$ cat src/hw/spp_pkg.sv
// Constants and carrier types for the signal power protect block.
// Assumes a byte-wide register port with a 12-bit address.
package spp_pkg;
    localparam logic [11:0] ADDR_KEY_I_LOW = 12'h051;
    localparam logic [11:0] ADDR_KEY_I_HIGH = 12'h052;
    localparam logic [11:0] ADDR_KEY_Q_LOW = 12'h053;
    localparam logic [11:0] ADDR_KEY_Q_HIGH = 12'h054;
    localparam logic [11:0] ADDR_THRESH_LOW = 12'h060;
    localparam logic [11:0] ADDR_THRESH_HIGH = 12'h061;
    localparam logic [11:0] ADDR_AVG_CTRL = 12'h062;
    localparam logic [11:0] ADDR_RESULT_LOW = 12'h063;
    localparam logic [11:0] ADDR_RESULT_HIGH = 12'h064;
    localparam logic [11:0] ADDR_GAINOFF_A = 12'h065;
    localparam logic [11:0] ADDR_GAINOFF_B = 12'h066;
    localparam logic [7:0] RESET_BYTE = 8'h00;
    localparam int CALC_ENABLE_BIT = 7;
    localparam logic [3:0] WINDOW_MAX = 4'hA;
    localparam int WINDOW_BASE_LOG2 = 9;
    localparam int SAMPLE_MSBS = 6;
    localparam int GA_UKC_BIT = 7;
    localparam int GA_LATBUF_BIT = 1;
    localparam int GA_LANEFIFO_BIT = 0;
    localparam int GB_MISMATCH_BIT = 7;
    localparam int GB_SYNC_BIT = 6;
    localparam int GB_FRAME_BIT = 5;
    localparam int GB_CHECKSUM_BIT = 4;
    localparam int GB_ALIGN_BIT = 3;
    localparam int GB_DESKEW_BIT = 2;
    localparam int GB_DISPARITY_BIT = 1;
    localparam int GB_TABLE_BIT = 0;
    localparam logic [1:0] ALIGN_ON_KEY = 2'h2;
    localparam int ACC_W = 33;

    typedef struct packed {
        logic valid;
        logic [15:0] i;
        logic [15:0] q;
    } spp_sample_type;

    // Error sources from the link receiver, one level each
    typedef struct packed {
        logic unexpected_control_char;
        logic latency_buffer_error;
        logic lane_fifo_error;
        logic config_mismatch;
        logic code_group_sync_fail;
        logic frame_sync_fail;
        logic checksum_fail;
        logic lane_align_fail;
        logic deskew_fail;
        logic disparity_count;
        logic not_in_table_count;
    } spp_errors_type;

    typedef struct packed {
        logic wr;
        logic rd;
        logic [11:0] addr;
        logic [7:0] wdata;
    } spp_regreq_type;
endpackage

$ cat src/hw/spp_top.sv
// Signal power protect: key registers, power detector, gain-off logic.
// Assumes samples, errors and register requests are on CORE_CLK.
`timescale 1ns/10ps
module spp_top
    import spp_pkg::*;
(
    input wire logic CORE_CLK,
    input wire logic NRST,
    input wire spp_regreq_type REG_REQ,
    output logic [7:0] REG_RDATA,
    input wire spp_sample_type SAMPLE_IN,
    input wire spp_errors_type ERRORS,
    input wire logic [1:0] ALIGN_SELECT,
    output spp_sample_type SAMPLE_OUT,
    output logic KEY_MATCH,
    output logic POWER_PROTECT,
    output logic GAIN_OFF
);
    // ****************************************************************
    // Register bank
    // ****************************************************************
    logic [15:0] key_i_reg;
    logic [15:0] key_q_reg;
    logic [12:0] limit_reg;
    logic calc_en_reg;
    logic [3:0] window_reg;
    logic [7:0] gain_a_reg;
    logic [7:0] gain_b_reg;
    logic [12:0] result_reg;
    logic protect_reg;

    function automatic logic hit(input logic [11:0] a);
        hit = REG_REQ.wr && (REG_REQ.addr == a);
    endfunction

    always_ff @(posedge CORE_CLK or negedge NRST) begin
        if (!NRST) begin
            key_i_reg <= {RESET_BYTE, RESET_BYTE};
            key_q_reg <= {RESET_BYTE, RESET_BYTE};
        end else begin
            if (hit(ADDR_KEY_I_LOW)) key_i_reg[7:0] <= REG_REQ.wdata;
            if (hit(ADDR_KEY_I_HIGH)) key_i_reg[15:8] <= REG_REQ.wdata;
            if (hit(ADDR_KEY_Q_LOW)) key_q_reg[7:0] <= REG_REQ.wdata;
            if (hit(ADDR_KEY_Q_HIGH)) key_q_reg[15:8] <= REG_REQ.wdata;
        end
    end

    always_ff @(posedge CORE_CLK or negedge NRST) begin
        if (!NRST) begin
            limit_reg <= 13'h0000;
            calc_en_reg <= 1'b0;
            window_reg <= 4'h0;
        end else begin
            if (hit(ADDR_THRESH_LOW)) limit_reg[7:0] <= REG_REQ.wdata;
            if (hit(ADDR_THRESH_HIGH)) limit_reg[12:8] <= REG_REQ.wdata[4:0];
            if (hit(ADDR_AVG_CTRL)) begin
                calc_en_reg <= REG_REQ.wdata[CALC_ENABLE_BIT];
                // Saturate out-of-range settings at the maximum
                window_reg <= (REG_REQ.wdata[3:0] > WINDOW_MAX) ?
                    WINDOW_MAX : REG_REQ.wdata[3:0];
            end
        end
    end

    always_ff @(posedge CORE_CLK or negedge NRST) begin
        if (!NRST) begin
            gain_a_reg <= RESET_BYTE;
            gain_b_reg <= RESET_BYTE;
        end else begin
            if (hit(ADDR_GAINOFF_A)) gain_a_reg <= REG_REQ.wdata;
            if (hit(ADDR_GAINOFF_B)) gain_b_reg <= REG_REQ.wdata;
        end
    end

    // Read data registered: answer one cycle after rd
    always_ff @(posedge CORE_CLK or negedge NRST) begin
        if (!NRST) begin
            REG_RDATA <= RESET_BYTE;
        end else if (REG_REQ.rd) begin
            case (REG_REQ.addr)
                ADDR_KEY_I_LOW: REG_RDATA <= key_i_reg[7:0];
                ADDR_KEY_I_HIGH: REG_RDATA <= key_i_reg[15:8];
                ADDR_KEY_Q_LOW: REG_RDATA <= key_q_reg[7:0];
                ADDR_KEY_Q_HIGH: REG_RDATA <= key_q_reg[15:8];
                ADDR_THRESH_LOW: REG_RDATA <= limit_reg[7:0];
                ADDR_THRESH_HIGH: REG_RDATA <= {3'h0, limit_reg[12:8]};
                ADDR_AVG_CTRL: REG_RDATA <= {calc_en_reg, 3'h0, window_reg};
                ADDR_RESULT_LOW: REG_RDATA <= result_reg[7:0];
                ADDR_RESULT_HIGH: REG_RDATA <= {3'h0, result_reg[12:8]};
                ADDR_GAINOFF_A: REG_RDATA <= gain_a_reg;
                ADDR_GAINOFF_B: REG_RDATA <= gain_b_reg;
                default: REG_RDATA <= RESET_BYTE;
            endcase
        end
    end

    // ****************************************************************
    // Data key match
    // ****************************************************************
    always_ff @(posedge CORE_CLK or negedge NRST) begin
        if (!NRST) begin
            KEY_MATCH <= 1'b0;
        end else begin
            KEY_MATCH <= (ALIGN_SELECT == ALIGN_ON_KEY) && SAMPLE_IN.valid
                && (SAMPLE_IN.i == key_i_reg)
                && (SAMPLE_IN.q == key_q_reg);
        end
    end

    // ****************************************************************
    // Power detector
    // ****************************************************************
    logic [5:0] i_top;
    logic [5:0] q_top;
    logic [11:0] i_ext;
    logic [11:0] q_ext;
    logic [11:0] i_sq;
    logic [11:0] q_sq;
    logic [12:0] pwr;
    logic [ACC_W-1:0] acc_reg;
    logic [19:0] count_reg;
    logic [19:0] window_len;
    logic last_sample;

    // Signed top six bits; square magnitude fits 12 bits
    assign i_top = SAMPLE_IN.i[15:16-SAMPLE_MSBS];
    assign q_top = SAMPLE_IN.q[15:16-SAMPLE_MSBS];
    assign i_ext = {{(12-SAMPLE_MSBS){i_top[SAMPLE_MSBS-1]}}, i_top};
    assign q_ext = {{(12-SAMPLE_MSBS){q_top[SAMPLE_MSBS-1]}}, q_top};
    assign i_sq = 12'($signed(i_ext) * $signed(i_ext));
    assign q_sq = 12'($signed(q_ext) * $signed(q_ext));
    assign pwr = {1'b0, i_sq} + {1'b0, q_sq};
    assign window_len = 20'(1) << (WINDOW_BASE_LOG2 + 32'(window_reg));
    // Also ends a window cut short by a smaller setting
    assign last_sample = (count_reg >= window_len - 20'h00001);

    // Block average over the window, result updated at window end
    always_ff @(posedge CORE_CLK or negedge NRST) begin
        if (!NRST) begin
            acc_reg <= '0;
            count_reg <= 20'h00000;
        end else if (!calc_en_reg) begin
            acc_reg <= '0;
            count_reg <= 20'h00000;
        end else if (SAMPLE_IN.valid) begin
            if (last_sample) begin
                acc_reg <= '0;
                count_reg <= 20'h00000;
            end else begin
                acc_reg <= acc_reg + ACC_W'(pwr);
                count_reg <= count_reg + 20'h00001;
            end
        end
    end

    logic [ACC_W-1:0] acc_final;
    logic [12:0] avg_now;
    assign acc_final = acc_reg + ACC_W'(pwr);
    assign avg_now = 13'(acc_final >> (WINDOW_BASE_LOG2 + 32'(window_reg)));

    always_ff @(posedge CORE_CLK or negedge NRST) begin
        if (!NRST) begin
            result_reg <= 13'h0000;
            protect_reg <= 1'b0;
        end else if (calc_en_reg && SAMPLE_IN.valid && last_sample) begin
            // Result freezes once the limit has been exceeded
            if (!protect_reg) result_reg <= avg_now;
            if (avg_now > limit_reg) protect_reg <= 1'b1;
        end else if (!calc_en_reg) begin
            protect_reg <= 1'b0;
        end
    end
    assign POWER_PROTECT = protect_reg;

    // ****************************************************************
    // Gain off
    // ****************************************************************
    logic gain_off_now;
    always_comb begin
        gain_off_now =
            (gain_a_reg[GA_UKC_BIT] && ERRORS.unexpected_control_char)
            || (gain_a_reg[GA_LATBUF_BIT] && ERRORS.latency_buffer_error)
            || (gain_a_reg[GA_LANEFIFO_BIT] && ERRORS.lane_fifo_error)
            || (gain_b_reg[GB_MISMATCH_BIT] && ERRORS.config_mismatch)
            || (gain_b_reg[GB_SYNC_BIT] && ERRORS.code_group_sync_fail)
            || (gain_b_reg[GB_FRAME_BIT] && ERRORS.frame_sync_fail)
            || (gain_b_reg[GB_CHECKSUM_BIT] && ERRORS.checksum_fail)
            || (gain_b_reg[GB_ALIGN_BIT] && ERRORS.lane_align_fail)
            || (gain_b_reg[GB_DESKEW_BIT] && ERRORS.deskew_fail)
            || (gain_b_reg[GB_DISPARITY_BIT] && ERRORS.disparity_count)
            || (gain_b_reg[GB_TABLE_BIT] && ERRORS.not_in_table_count);
    end

    always_ff @(posedge CORE_CLK or negedge NRST) begin
        if (!NRST) begin
            GAIN_OFF <= 1'b0;
            SAMPLE_OUT <= '0;
        end else begin
            GAIN_OFF <= gain_off_now;
            SAMPLE_OUT.valid <= SAMPLE_IN.valid;
            SAMPLE_OUT.i <= gain_off_now ? 16'h0000 : SAMPLE_IN.i;
            SAMPLE_OUT.q <= gain_off_now ? 16'h0000 : SAMPLE_IN.q;
        end
    end

    // ****************************************************************
    // Assertions
    // ****************************************************************
    AST_KEY_I_WRITE: assert property (
        @(posedge CORE_CLK) disable iff (!NRST)
        hit(ADDR_KEY_I_LOW) |=> key_i_reg[7:0] == $past(REG_REQ.wdata))
        else $error("I key low byte not written");
    AST_KEY_I_HIGH: assert property (
        @(posedge CORE_CLK) disable iff (!NRST)
        hit(ADDR_KEY_I_HIGH) |=> key_i_reg[15:8] == $past(REG_REQ.wdata))
        else $error("I key high byte not written");
    AST_KEY_Q_LOW: assert property (
        @(posedge CORE_CLK) disable iff (!NRST)
        hit(ADDR_KEY_Q_LOW) |=> key_q_reg[7:0] == $past(REG_REQ.wdata))
        else $error("Q key low byte not written");
    AST_KEY_Q_WRITE: assert property (
        @(posedge CORE_CLK) disable iff (!NRST)
        hit(ADDR_KEY_Q_HIGH) |=> key_q_reg[15:8] == $past(REG_REQ.wdata))
        else $error("Q key high byte not written");
    AST_MATCH_GATED: assert property (
        @(posedge CORE_CLK) disable iff (!NRST)
        ALIGN_SELECT != ALIGN_ON_KEY |=> !KEY_MATCH)
        else $error("Key match outside key mode");
    AST_PROTECT_CAUSE: assert property (
        @(posedge CORE_CLK) disable iff (!NRST)
        $rose(protect_reg) |-> $past(avg_now) > $past(limit_reg))
        else $error("Protect raised without crossing");
    AST_LIMIT_LOW: assert property (
        @(posedge CORE_CLK) disable iff (!NRST)
        hit(ADDR_THRESH_LOW) |=> limit_reg[7:0] == $past(REG_REQ.wdata))
        else $error("Limit low byte not written");
    AST_LIMIT_HIGH: assert property (
        @(posedge CORE_CLK) disable iff (!NRST)
        hit(ADDR_THRESH_HIGH)
        |=> limit_reg[12:8] == $past(REG_REQ.wdata[4:0]))
        else $error("Limit high bits not written");
    AST_PROTECT_STICKY: assert property (
        @(posedge CORE_CLK) disable iff (!NRST)
        protect_reg && calc_en_reg |=> protect_reg)
        else $error("Protect dropped while enabled");
    AST_IDLE_WHEN_OFF: assert property (
        @(posedge CORE_CLK) disable iff (!NRST)
        !calc_en_reg ##1 !calc_en_reg |-> count_reg == 20'h00000)
        else $error("Counter runs while disabled");
    AST_CALC_EN_WRITE: assert property (
        @(posedge CORE_CLK) disable iff (!NRST)
        hit(ADDR_AVG_CTRL)
        |=> calc_en_reg == $past(REG_REQ.wdata[CALC_ENABLE_BIT]))
        else $error("Enable bit not written");
    AST_PROTECT_CLEAR: assert property (
        @(posedge CORE_CLK) disable iff (!NRST)
        !calc_en_reg |=> !protect_reg && acc_reg == '0)
        else $error("Detector state kept while disabled");
    AST_WINDOW_RESTART: assert property (
        @(posedge CORE_CLK) disable iff (!NRST)
        calc_en_reg && SAMPLE_IN.valid && last_sample
        |=> count_reg == 20'h00000)
        else $error("Window did not restart");
    AST_COUNT_BOUND: assert property (
        @(posedge CORE_CLK) disable iff (!NRST)
        count_reg < window_len && !hit(ADDR_AVG_CTRL)
        |=> count_reg < window_len)
        else $error("Sample count ran past the window");
    AST_WINDOW_SAT: assert property (
        @(posedge CORE_CLK) disable iff (!NRST)
        window_reg <= WINDOW_MAX)
        else $error("Window setting above maximum");
    AST_RESULT_FROZEN: assert property (
        @(posedge CORE_CLK) disable iff (!NRST)
        protect_reg && $past(protect_reg) |-> $stable(result_reg))
        else $error("Result moved after protect");
    AST_SQUARE_I: assert property (
        @(posedge CORE_CLK) disable iff (!NRST)
        SAMPLE_IN.i[15:10] == 6'h20 |-> i_sq == 12'h400)
        else $error("I square of most negative value wrong");
    AST_SQUARE_Q: assert property (
        @(posedge CORE_CLK) disable iff (!NRST)
        SAMPLE_IN.q[15:10] == 6'h1F |-> q_sq == 12'h3C1)
        else $error("Q square of largest value wrong");
    AST_GAIN_UKC: assert property (
        @(posedge CORE_CLK) disable iff (!NRST)
        gain_a_reg[GA_UKC_BIT] && ERRORS.unexpected_control_char |=> GAIN_OFF)
        else $error("Control character error did not cut gain");
    AST_GAIN_LATBUF: assert property (
        @(posedge CORE_CLK) disable iff (!NRST)
        gain_a_reg[GA_LATBUF_BIT] && ERRORS.latency_buffer_error |=> GAIN_OFF)
        else $error("Latency buffer error did not cut gain");
    AST_LANE_FIFO: assert property (
        @(posedge CORE_CLK) disable iff (!NRST)
        gain_a_reg[GA_LANEFIFO_BIT] && ERRORS.lane_fifo_error |=> GAIN_OFF)
        else $error("Lane FIFO error did not cut gain");
    AST_GAIN_MISMATCH: assert property (
        @(posedge CORE_CLK) disable iff (!NRST)
        gain_b_reg[GB_MISMATCH_BIT] && ERRORS.config_mismatch |=> GAIN_OFF)
        else $error("Configuration mismatch did not cut gain");
    AST_GAIN_SYNC: assert property (
        @(posedge CORE_CLK) disable iff (!NRST)
        gain_b_reg[GB_SYNC_BIT] && ERRORS.code_group_sync_fail |=> GAIN_OFF)
        else $error("Code group sync failure did not cut gain");
    AST_GAIN_FRAME: assert property (
        @(posedge CORE_CLK) disable iff (!NRST)
        gain_b_reg[GB_FRAME_BIT] && ERRORS.frame_sync_fail |=> GAIN_OFF)
        else $error("Frame sync failure did not cut gain");
    AST_GAIN_CHECKSUM: assert property (
        @(posedge CORE_CLK) disable iff (!NRST)
        gain_b_reg[GB_CHECKSUM_BIT] && ERRORS.checksum_fail |=> GAIN_OFF)
        else $error("Checksum failure did not cut gain");
    AST_GAIN_ALIGN: assert property (
        @(posedge CORE_CLK) disable iff (!NRST)
        gain_b_reg[GB_ALIGN_BIT] && ERRORS.lane_align_fail |=> GAIN_OFF)
        else $error("Lane alignment failure did not cut gain");
    AST_GAIN_DESKEW: assert property (
        @(posedge CORE_CLK) disable iff (!NRST)
        gain_b_reg[GB_DESKEW_BIT] && ERRORS.deskew_fail |=> GAIN_OFF)
        else $error("Deskew failure did not cut gain");
    AST_GAIN_DISPARITY: assert property (
        @(posedge CORE_CLK) disable iff (!NRST)
        gain_b_reg[GB_DISPARITY_BIT] && ERRORS.disparity_count |=> GAIN_OFF)
        else $error("Disparity count did not cut gain");
    AST_GAIN_TABLE: assert property (
        @(posedge CORE_CLK) disable iff (!NRST)
        gain_b_reg[GB_TABLE_BIT] && ERRORS.not_in_table_count |=> GAIN_OFF)
        else $error("Not-in-table count did not cut gain");
    AST_GAIN_ZERO: assert property (
        @(posedge CORE_CLK) disable iff (!NRST)
        GAIN_OFF |-> SAMPLE_OUT.i == 16'h0000 && SAMPLE_OUT.q == 16'h0000)
        else $error("Samples pass while gain off");
    AST_NO_ENABLE: assert property (
        @(posedge CORE_CLK) disable iff (!NRST)
        gain_a_reg == 8'h00 && gain_b_reg == 8'h00 |=> !GAIN_OFF)
        else $error("Gain off with no source enabled");
endmodule // spp_top

$ cat config.mk
export PLATFORM = sky130hd
export DESIGN_NAME = spp_top
export DESIGN_NICKNAME = d
export VERILOG_FILES = /design/src/hw/spp_pkg.sv /design/src/hw/spp_top.sv
export SDC_FILE = /design/constraint.sdc
export NUM_CORES = 1
export LEC_CHECK = 0
export BUFFER_PORTS_ARGS = -buffer_cell sky130_fd_sc_hd__buf_2
export CELL_PAD_IN_SITES_DETAIL_PLACEMENT = 1
export CELL_PAD_IN_SITES_GLOBAL_PLACEMENT = 1
export CORE_ASPECT_RATIO = 0.9
export CORE_UTILIZATION = 50
export CTS_CLUSTER_SIZE = 16
export DETAILED_ROUTE_END_ITERATION = 10
export PLACE_DENSITY_LB_ADDON = 0.08
export SYNTH_ARGS = -nofsm -noshare
export SYNTH_HDL_FRONTEND = slang
export SYNTH_SLANG_ARGS = --single-unit
$ cat constraint.sdc
create_clock -name CORE_CLK -period 8.23 [get_ports CORE_CLK]
set_clock_uncertainty 0.05 [all_clocks]
set_input_delay 0.823 -clock CORE_CLK [delete_from_list [all_inputs] [get_ports CORE_CLK]]
set_output_delay 0.823 -clock CORE_CLK [all_outputs]
set_load 0.03 [all_outputs]
==> results.md, run 1 <==
- Outcome: finished, violations left
- Failing checks: setup timing
- Final Hold Vio Count: 0
- Nets@finish: 1924
- Sw Share: 44.94%
- H-tree Lvls: 4
- Placed inst area: 0.01600 mm2
- Overall Global Routing Usage: 38.03%
- P_sw: 2.947 mW
- Hold WS: 0.3309 ns
- Fin crit share: 105.3%
- Comb pwr share: 73.0%
- IO Port Bufs: 113
- CP most frequent cell: buf_4
- Drt via density: 6.400
- Buf/Inv on CP: 9
- Critical path startpoint category: input port
- Row count: 56
- Worst R2R Path Depth: 22
- Die Area: 0.02786 mm2
- WP data required: 8.53 ns
- Power per standard cell area: 386.5 mW/mm2
- Initial antenna violation count: 0
- Share of cells above drive strength 1: 30.01%
- P_leak: 8.172 nW
- Final Max Slew Viols: 0
- CTS tree: done
- Share of power burned in registers: 13.4%
- ANT cells: 0
- Synth cell types: 83
- Synthesis-to-finish area growth: 24.79%
- Kind of critical path: in2reg
- Arrival time worst endpoint: 8.97 ns
- Top delay family on crit path: adder cells
- Number of synthesized flops with an enable pin: 0
- Number of max-cap violations: 0
- Slew margin rel.: 27.16%
- Worst slew pin tran: 1.093 ns
- Levels on crit path: 39
- Total grt overflow: 0
- # DRC: 0
- Number of synthesis warnings: 0
- Sequential area share after synthesis: 32.39%
- #FFs+latches synth: 176
- Detailed placement HPWL: 37660 um
- Initial Utilization: 51.47%
- # hold bufs at CTS: 0
- Die Y-Extent: 158.4 um
- Netlist Area Pre-Place: 0.01360 mm2
- End point of the critical path: POWER_PROTECT$_DFFE_PN0P_
- Post-route antenna net violation count: 0
- RSZ-0062 raised after global routing: true
- Die W: 175.8 um
- Initial drt markers: 1237
- I/O pins: 114
- Syn_area_per_cell: 9.319 um2
- Clock power share: 13.6%
- Longest Clk Path Bufs: 2
- Worst setup margin: -0.4357 ns
- Post-synthesis cell count: 1459
- Worst skew pair latency: 0.47 ns
- Layout Cell Area excl Fill: 0.01697 mm2
- Hold Crit Class: in2async
- RR Startpoint: acc_reg[3]$_DFFE_PN0P_
- CORE AREA: 0.02642 mm2
- FFs w/ async S/R, synth: 100.0%
- DR vias: 13.32k
- First drt pass iteration count: 6
- Reg-to-reg critical path endpoint: POWER_PROTECT$_DFFE_PN0P_
- Min Tclk post-route: 8.666 ns
- CP startpoint: SAMPLE_IN[31]
- CTS root buf: clkbuf_16
- Max stage delay cell, worst path: fa_1
- Largest net degree at the start of global routing: 76
- Power Internal: 3.611 mW
- First-pass GRT wire length: 80450 um
- Peak supply drop: 0.4826 mV
- FF-to-FF setup slack: 2.59 ns
- Clock Pin Slew Worst Setup and Hold Paths: 0.09 ns
- CTS Buf Count: 17
- F_max: 0.1154 GHz
- RePlAce Congestion: 0.9167
- Ys flop type: dfrtp_1
- Drt wl/cell: 26.35 um
- Vias in the first global route: 14.05k
- Crit. End Element: flip-flop
- Final WL: 54830 um
- Setup Total Neg Slack: -0.4357 ns
- Peak per-stage delay on the critical path: 0.60 ns
- Final setup violation count: 1
- Sink Count: 176
- Crit path max fanout: 5
## layer usage
metal  track usage [%]  wire (um)  vias to the layer above
li1                  -          -                     5668
met5                 0          0                        -
met4             17.81       2564                        0
met2             66.38      27000                      669
met1             45.89      21680                     6769
met3             6.495       3573                      213
## kinds of logic after synthesis
logic type,Yosys count,share of synthesized area (%)
adders and majority gates,135,15.11
xor gates and xnor gates,88,5.724
buffers and inverters,203,5.825
and+or+nand+nor,411,14.67
other,2,0.05523
DFF,176,32.39
AOI/OAI and AO/OA,335,16.78
muxes,109,9.451
## cells in the mapped netlist, drive strengths merged (14+ instances only)
cell | instances | area (um2)
dfrtp | 176 | 4404
nand2 | 135 | 506.7
inv | 127 | 476.7
o21ai | 98 | 490.5
nor2 | 97 | 364.1
ha | 85 | 1064
mux2 | 79 | 893.4
xnor2 | 61 | 541.8
clkbuf | 54 | 202.7
fa | 49 | 980.9
a21oi | 47 | 239.0
and2 | 34 | 212.7
nand4 | 31 | 193.9
xor2 | 27 | 236.5
mux2i | 23 | 230.2
nor3 | 22 | 115.1
a22oi | 21 | 157.7
buf | 21 | 108.9
a21o | 20 | 150.1
and3 | 18 | 112.6
nand3 | 18 | 102.6
o22ai | 17 | 106.4
a31oi | 14 | 102.6
## power groups by stage
| stage | registers, mW | clock network, mW | logic [mW] |
|---|---|---|---|
| 3_3_place_gp | 0.894 | 0 | 4.03 |
| 3_5_place_dp | 0.895 | 0 | 4.30 |
| 2_1_floorplan | 0.912 | 0 | 2.44 |
| 6_report | 0.878 | 0.895 | 4.78 |
| 4_1_cts | 0.878 | 0.889 | 4.54 |
| 5_1_grt | 0.879 | 0.922 | 5.05 |
## cell usage in the layout (no fill, tap or decap), types with 11 or more instances in the layout
cell type and count:
nand4_1 31, clkbuf_16 17, ha_1 76, xor2_1 25
nor3_1 20, inv_1 118, a21o_1 20, buf_2 105
mux2_2 77, nor2_1 89, and3_1 18, o31ai_1 12
nand3_1 17, and2_1 33, buf_4 196, a22oi_1 21
xnor2_1 57, dfrtp_1 176, a21oi_1 38, nand2_1 128
nor4_1 11, fa_1 45, o22ai_1 16, o21ai_0 92
mux2i_1 23
## stage by stage
step | power (mW) | worst slack, ns | utilization [%] | cells
floorplan | 3.351 | -0.04006 | - | 1463
global placement | 4.921 | -0.4606 | 60.55 | 2043
detailed placement | 5.195 | -0.9339 | 60.55 | 2043
CTS | 6.304 | -0.1540 | 63.62 | 2079
global route | 6.853 | -0.7670 | 64.23 | 2081
finish | 6.558 | -0.4357 | 64.23 | 2081
## worst min-delay path by stage
stage / to / slack (ns) / depth (start not counted)
floorplan: result_reg[10]$_DFFE_PN0P_ / 0.40 / 2
global placement: acc_reg[8]$_DFFE_PN0P_ / 0.41 / 2
detailed placement: result_reg[10]$_DFFE_PN0P_ / 0.43 / 2
CTS: SAMPLE_OUT[10]$_DFF_PN0_ / 0.37 / 1
global route: SAMPLE_OUT[10]$_DFF_PN0_ / 0.39 / 1
finish: SAMPLE_OUT[10]$_DFF_PN0_ / 0.33 / 1
## layout make-up
cell class                      instances  area, um2
Clock buffer                           17      425.4
Clock inverter                         15      203.9
Fill cell                            2987       9448
Inverter                              128      496.7
Multi-Input combinational cell       1084       8840
Sequential cell                       176       4404
Tap cell                              348      435.4
Timing Repair Buffer                  313       2162
## timing repair
action,4_1_cts,5_1_grt
pin swaps,6,22
resized for setup,30,33
setup endpoints to repair,1,1
gates cloned,1,0
endpoints found under the hold margin,0,0
buffers inserted,3,2
(Power assumes the default switching activity.)
==> run 2, diff against run 1 <==
- HOLD_SLACK_MARGIN: default -> 0.05
- RECOVER_POWER: default -> 50
==> run 2 against run 1 <==
The flow finishes with violations (capacitance limit, slew limit, setup timing). Maximum frequency about the same. Clock power hardly changed. Sequential cell count is the same. Cell count unchanged. Utilization down 0.16 points. Critical endpoint unchanged. Largest power group unchanged.
==> results.md, run 2 (same netlist as run 1, synthesis figures left out) <==
- Post-route antenna net violation count: 0 (unchanged)
- CTS tree: done (unchanged)
- F_max: 0.1154 GHz (about the same)
- Clock Pin Slew Worst Setup and Hold Paths: 0.07 ns (was 0.09 ns)
- CTS Buf Count: 17 (unchanged)
- FF-to-FF setup slack: 2.57 ns (was 2.59 ns)
- Failing checks: capacitance limit, slew limit, setup timing (was setup timing)
- ANT cells: 0 (unchanged)
- Arrival time worst endpoint: 8.97 ns (about the same)
- Layout Cell Area excl Fill: 0.01693 mm2 (was 0.01697 mm2)
- Final WL: 54950 um (was 54830 um)
- Worst hold stages: 2
- Placed inst area: 0.01600 mm2 (unchanged)
- Worst skew pair latency: 0.47 ns (about the same)
- Worst slew pin tran: 4.500 ns (was 1.093 ns)
- Synthesis-to-finish area growth: 24.49% (was 24.79%)
- Reg area: 0.004404 mm2 (unchanged)
- Initial drt markers: 1235 (was 1237)
- First-pass GRT wire length: 80450 um (unchanged)
- Initial antenna violation count: 0 (unchanged)
- Final setup violation count: 1 (unchanged)
- RePlAce Congestion: 0.9167 (unchanged)
- # DRC: 0 (unchanged)
- Max stage delay cell, worst path: fa_1 (unchanged)
- P_leak: 8.099 nW (was 8.172 nW)
- Min Tclk post-route: 8.665 ns (was 8.666 ns)
- DR vias: 13.34k (was 13.32k)
- First drt pass iteration count: 5 (was 6)
- Hold Crit Class: reg2reg (was in2async)
- H-tree Lvls: 4 (unchanged)
- Outcome: finished, violations left (unchanged)
- Layer with the highest usage: met2 (unchanged)
- I/O pins: 114 (unchanged)
- Drt wl/cell: 26.41 um (was 26.35 um)
- Worst setup margin: -0.4351 ns (was -0.4357 ns)
- Drt via density: 6.410 (was 6.400)
- Total grt overflow: 0 (unchanged)
- CORE AREA: 0.02642 mm2 (unchanged)
- Die Area: 0.02786 mm2 (unchanged)
- CP most frequent cell: buf_4 (unchanged)
- Crit. End Element: flip-flop (unchanged)
- Kind of critical path: in2reg (unchanged)
- Longest Clk Path Bufs: 2 (unchanged)
- Peak per-stage delay on the critical path: 0.60 ns (about the same)
- Row count: 56 (unchanged)
- Hold WS: 0.4496 ns (was 0.3309 ns)
- Nets@finish: 1924 (unchanged)
- Fin crit share: 105.3% (about the same)
- Peak supply drop: 0.4864 mV (was 0.4826 mV)
- Met1 Usage GRT: 45.89% (unchanged)
- WP data required: 8.53 ns (about the same)
- Final Max Slew Viols: 181 (was 0)
- Initial Utilization: 51.47% (unchanged)
- Filler instances: 3001 (was 2987)
- Overall Global Routing Usage: 38.03% (unchanged)
- Slew margin rel.: -200.0% (was 27.16%)
- Largest net degree at the start of global routing: 76 (unchanged)
- Met2 Resource Use GR: 66.38% (unchanged)
- Worst R2R Path Depth: 23 (was 22)
- Detailed placement HPWL: 37660 um (unchanged)
- Power per standard cell area: 387.9 mW/mm2 (was 386.5 mW/mm2)
- IO Port Bufs: 113 (unchanged)
- Die W: 175.8 um (unchanged)
- Share of cells above drive strength 1: 28.62% (was 30.01%)
- Multi-input gate area in the final layout: 0.008840 mm2 (unchanged)
- Final Hold Vio Count: 0 (unchanged)
- RSZ-0062 raised after global routing: true (unchanged)
- Commonest cells after routing, fill and taps aside: buf_4, dfrtp_1, nand2_1 (unchanged)
- Commonest non-fill, non-tap cell in the layout: buf_4 (unchanged)
- Vias in the first global route: 14.05k (unchanged)
- Sink Count: 176 (unchanged)
- Number of max-cap violations: 3 (was 0)
- Final Total Pwr: 6.565 mW (was 6.558 mW)
- Crit path max fanout: 5 (unchanged)
- Critical path startpoint category: input port (unchanged)
- Met3 Use GR: 6.495% (unchanged)
- CTS root buf: clkbuf_16 (unchanged)
- Die Y-Extent: 158.4 um (unchanged)
run 2: changes by cell type in the layout (fill, tap and decap cells not counted), sizes merged:
cell	previous run	this run
clkbuf	18	42
buf	311	287
run 2: what timing repair did:
action	4_1_cts	5_1_grt
resized for setup	30	33
gates cloned	1	0
buffers inserted	3	2
hold buffers	0	0
pin swaps	6	22
endpoints found under the hold margin	0	0
endpoints found under the setup margin	1	1
run 2: per-stage QoR:
step	util, %	setup TNS, ns	worst slack, ns	instances
after floorplan	-	-0.04006	-0.04006	1463
after detailed placement	60.55	-0.9339	-0.9339	2043
after CTS	63.62	-0.1540	-0.1540	2079
final	64.08	-0.4351	-0.4351	2081
after global placement	60.55	-0.4606	-0.4606	2043
after global routing	64.08	-0.7670	-0.7670	2081
run 2: worst paths after layout:
check                                            from                          to
setup / recovery                        SAMPLE_IN[31]   POWER_PROTECT$_DFFE_PN0P_
hold / removal             result_reg[10]$_DFFE_PN0P_  result_reg[10]$_DFFE_PN0P_
setup reg to reg               acc_reg[3]$_DFFE_PN0P_   POWER_PROTECT$_DFFE_PN0P_
hold reg to reg            result_reg[10]$_DFFE_PN0P_  result_reg[10]$_DFFE_PN0P_
max in group asynchronous                        NRST   gain_a_reg[3]$_DFFE_PN0P_
min in group asynchronous                        NRST    SAMPLE_OUT[10]$_DFF_PN0_
run 2: metal layers:
metal | up-vias | share of wire [%]
met2 | 705 | 49
li1 | 5666 | -
met4 | 0 | 4.8
met3 | 221 | 6.6
met5 | - | 0
met1 | 6747 | 40
run 2: report_power, final:
group          total (mW)  internal [mW]  switching (mW)
Combinational        4.79           2.31            2.48
Clock               0.894          0.421           0.473
Sequential          0.879          0.874         0.00475
run 2: area by class of cell:
cell class,instances,area share (%)
clock buffer,17,2.513
clock inverter,15,1.205
inverter,128,2.935
multi-input combinational,1084,52.23
sequential,176,26.02
tap,348,2.572
timing repair buffer,313,12.53
run 2: worst max-delay path, delay by kind of cell:
| kind | cells | cell delay (ns) |
|---|---|---|
| XOR/XNOR | 2 | 0.23 |
| AND/OR/NAND/NOR | 4 | 0.36 |
| AO/OA/AOI/OAI | 16 | 3.03 |
| adder cells (fa/ha/maj) | 8 | 3.21 |
| buffers and inverters | 9 | 1.29 |
==> run 3, diff against run 2 <==
- BUFFER_PORTS_ARGS: -buffer_cell sky130_fd_sc_hd__buf_2 -> default
- DONT_BUFFER_PORTS: default -> 1
- MAX_ROUTING_LAYER: default -> met4
==> run 3 against run 2 <==
The flow still finishes with violations (capacitance limit, slew limit, setup timing). Sequential share of layout area rose by 1.9 points. Sequential cell count unchanged. Clock-buffer cell count unchanged. Non-clock buffer count decreased by 174. Final area down 6.7%. Global-route usage down 2.3 points.
==> results.md, run 3 (same netlist as run 1, synthesis figures left out) <==
- Row count: 56 (unchanged)
- First drt pass iteration count: 5 (unchanged)
- Final WL: 47030 um (was 54950 um)
- Clock Pin Slew Worst Setup and Hold Paths: 0.08 ns (was 0.07 ns)
- Peak per-stage delay on the critical path: 0.56 ns (was 0.60 ns)
- Post-route antenna net violation count: 0 (unchanged)
- Initial Utilization: 51.47% (unchanged)
- P_leak: 7.381 nW (was 8.099 nW)
- Largest net degree at the start of global routing: 177 (was 76)
- DR top layer: met4 (unchanged)
- Initial drt markers: 892 (was 1235)
- H-tree Lvls: 4 (unchanged)
- Failing checks: capacitance limit, slew limit, setup timing (unchanged)
- First-pass GRT wire length: 73750 um (was 80450 um)
- Worst setup margin: -0.04531 ns (was -0.4351 ns)
- Peak supply drop: 0.3742 mV (was 0.4864 mV)
- Commonest non-fill, non-tap cell in the layout: dfrtp_1 (was buf_4)
- Met2 Routed Length: 22730 um (was 26970 um)
- IO Port Bufs: 0 (was 113)
- Slew margin rel.: -207.0% (was -200.0%)
- Die Area: 0.02786 mm2 (unchanged)
- Kind of critical path: in2reg (unchanged)
- Number of max-cap violations: 1 (was 3)
- I/O pins: 114 (unchanged)
- Worst skew pair latency: 0.47 ns (about the same)
- Max stage delay cell, worst path: fa_2 (was fa_1)
- Arrival time worst endpoint: 8.58 ns (was 8.97 ns)
- Final Max Slew Viols: 177 (was 181)
- Final Hold Vio Count: 0 (unchanged)
- RePlAce Congestion: 0.9099 (was 0.9167)
- Layout Cell Area excl Fill: 0.01579 mm2 (was 0.01693 mm2)
- Synthesis-to-finish area growth: 16.10% (was 24.49%)
- Worst slew pin tran: 4.605 ns (was 4.500 ns)
- Sink Count: 176 (unchanged)
- # DRC: 0 (unchanged)
- Vias in the first global route: 12.67k (was 14.05k)
- Die W: 175.8 um (unchanged)
- Fin crit share: 100.6% (was 105.3%)
- Crit. End Element: flip-flop (unchanged)
- Total grt overflow: 0 (unchanged)
- CTS Buf Count: 17 (unchanged)
- CORE AREA: 0.02642 mm2 (unchanged)
- Drt via density: 6.315 (was 6.410)
- Fin cells: 1907 (was 2081)
- Longest Clk Path Bufs: 2 (unchanged)
- Placement Setup Slack: -0.4471 ns (was -0.9339 ns)
- Setup Total Neg Slack: -0.04531 ns (was -0.4351 ns)
- Nets@finish: 1750 (was 1924)
- ANT cells: 0 (unchanged)
- Commonest cells after routing, fill and taps aside: dfrtp_1, buf_4, nand2_1 (was buf_4, dfrtp_1, nand2_1)
- Power per standard cell area: 364.5 mW/mm2 (was 387.9 mW/mm2)
- Final Total Pwr: 5.754 mW (was 6.565 mW)
- Final setup violation count: 1 (unchanged)
- Post-placement cell count: 1872 (was 2043)
- Initial antenna violation count: 0 (unchanged)
- Drt wl/cell: 24.66 um (was 26.41 um)
- Crit path max fanout: 11 (was 5)
- Placed inst area: 0.01500 mm2 (was 0.01600 mm2)
- FF-to-FF setup slack: 2.88 ns (was 2.57 ns)
- Min Tclk post-route: 8.275 ns (was 8.665 ns)
- DR vias: 12.04k (was 13.34k)
- Critical path startpoint category: input port (unchanged)
- WP data required: 8.53 ns (about the same)
- Outcome: finished, violations left (unchanged)
- Detailed placement HPWL: 33950 um (was 37660 um)
- Hold Crit Class: in2reg (was reg2reg)
- RSZ-0062 raised after global routing: true (unchanged)
- M1 WL: 19940 um (was 21710 um)
- Die Y-Extent: 158.4 um (unchanged)
- CTS root buf: clkbuf_16 (unchanged)
- CTS tree: done (unchanged)
- Routed wl met3: 3001 um (was 3650 um)
- Overall Global Routing Usage: 35.71% (was 38.03%)
- Share of cells above drive strength 1: 21.23% (was 28.62%)
- F_max: 0.1208 GHz (was 0.1154 GHz)
[run 3: what timing repair did]
| item | CTS | global route |
|---|---|---|
| hold buffers | 1 | 0 |
| gates cloned | 0 | 0 |
| setup buffers | 0 | 2 |
| endpoints found under the setup margin | 1 | 1 |
| resized for setup | 5 | 21 |
| pin swaps | 1 | 14 |
| endpoints found under the hold margin | 176 | 0 |
[run 3: cell type report]
class,count,area [um2]
multi-input cells,1084,8732
flip-flops and latches,176,4404
fillers,2987,10630
repair buffers,139,1074
well taps,348,435.4
clock inverters,15,222.7
inverters,128,493.0
clock buffers,17,425.4
[run 3: critical path, delay by kind of cell]
kind                     cells  cell delay (ns)
AO/OA/AOI/OAI               14             2.38
buffers and inverters        7             0.61
AND/OR/NAND/NOR              6             1.33
adder cells (fa/ha/maj)      7             3.02
multiplexers                 1             0.14
XOR/XNOR                     2             0.26
[run 3: path summary, 6_finish.rpt]
path	start	depth (start not counted)	to
max	SAMPLE_IN[30]	37	POWER_PROTECT$_DFFE_PN0P_
min	SAMPLE_IN[32]	0	SAMPLE_OUT[32]$_DFF_PN0_
max reg2reg	acc_reg[3]$_DFFE_PN0P_	20	POWER_PROTECT$_DFFE_PN0P_
min reg2reg	acc_reg[6]$_DFFE_PN0P_	2	acc_reg[6]$_DFFE_PN0P_
max in group asynchronous	NRST	1	key_i_reg[15]$_DFFE_PN0P_
min in group asynchronous	NRST	1	acc_reg[4]$_DFFE_PN0P_
[run 3: metrics by stage]
stage	hold slack [ns]	utilization, %
6_report	0.3472	59.76
5_1_grt	0.3306	59.76
4_1_cts	0.3367	59.45
3_5_place_dp	0.4202	56.79
3_3_place_gp	0.4122	56.79
2_1_floorplan	0.3994	-
[run 3: power breakdown]
part / total, mW / switching (mW) / leakage [nW] / internal, mW
Sequential: 0.897 / 0.0229 / 2.38 / 0.874
Combinational: 3.95 / 2.05 / 4.69 / 1.90
Clock: 0.907 / 0.477 / 0.311 / 0.430
Total: 5.75 / 2.55 / 7.38 / 3.21
[run 3: metal layers]
layer	track usage, %	vias to the layer above
met2	57.76	470
met3	6.877	110
li1	-	5333
met1	44.98	6130
met5	-	-
met4	12.01	0
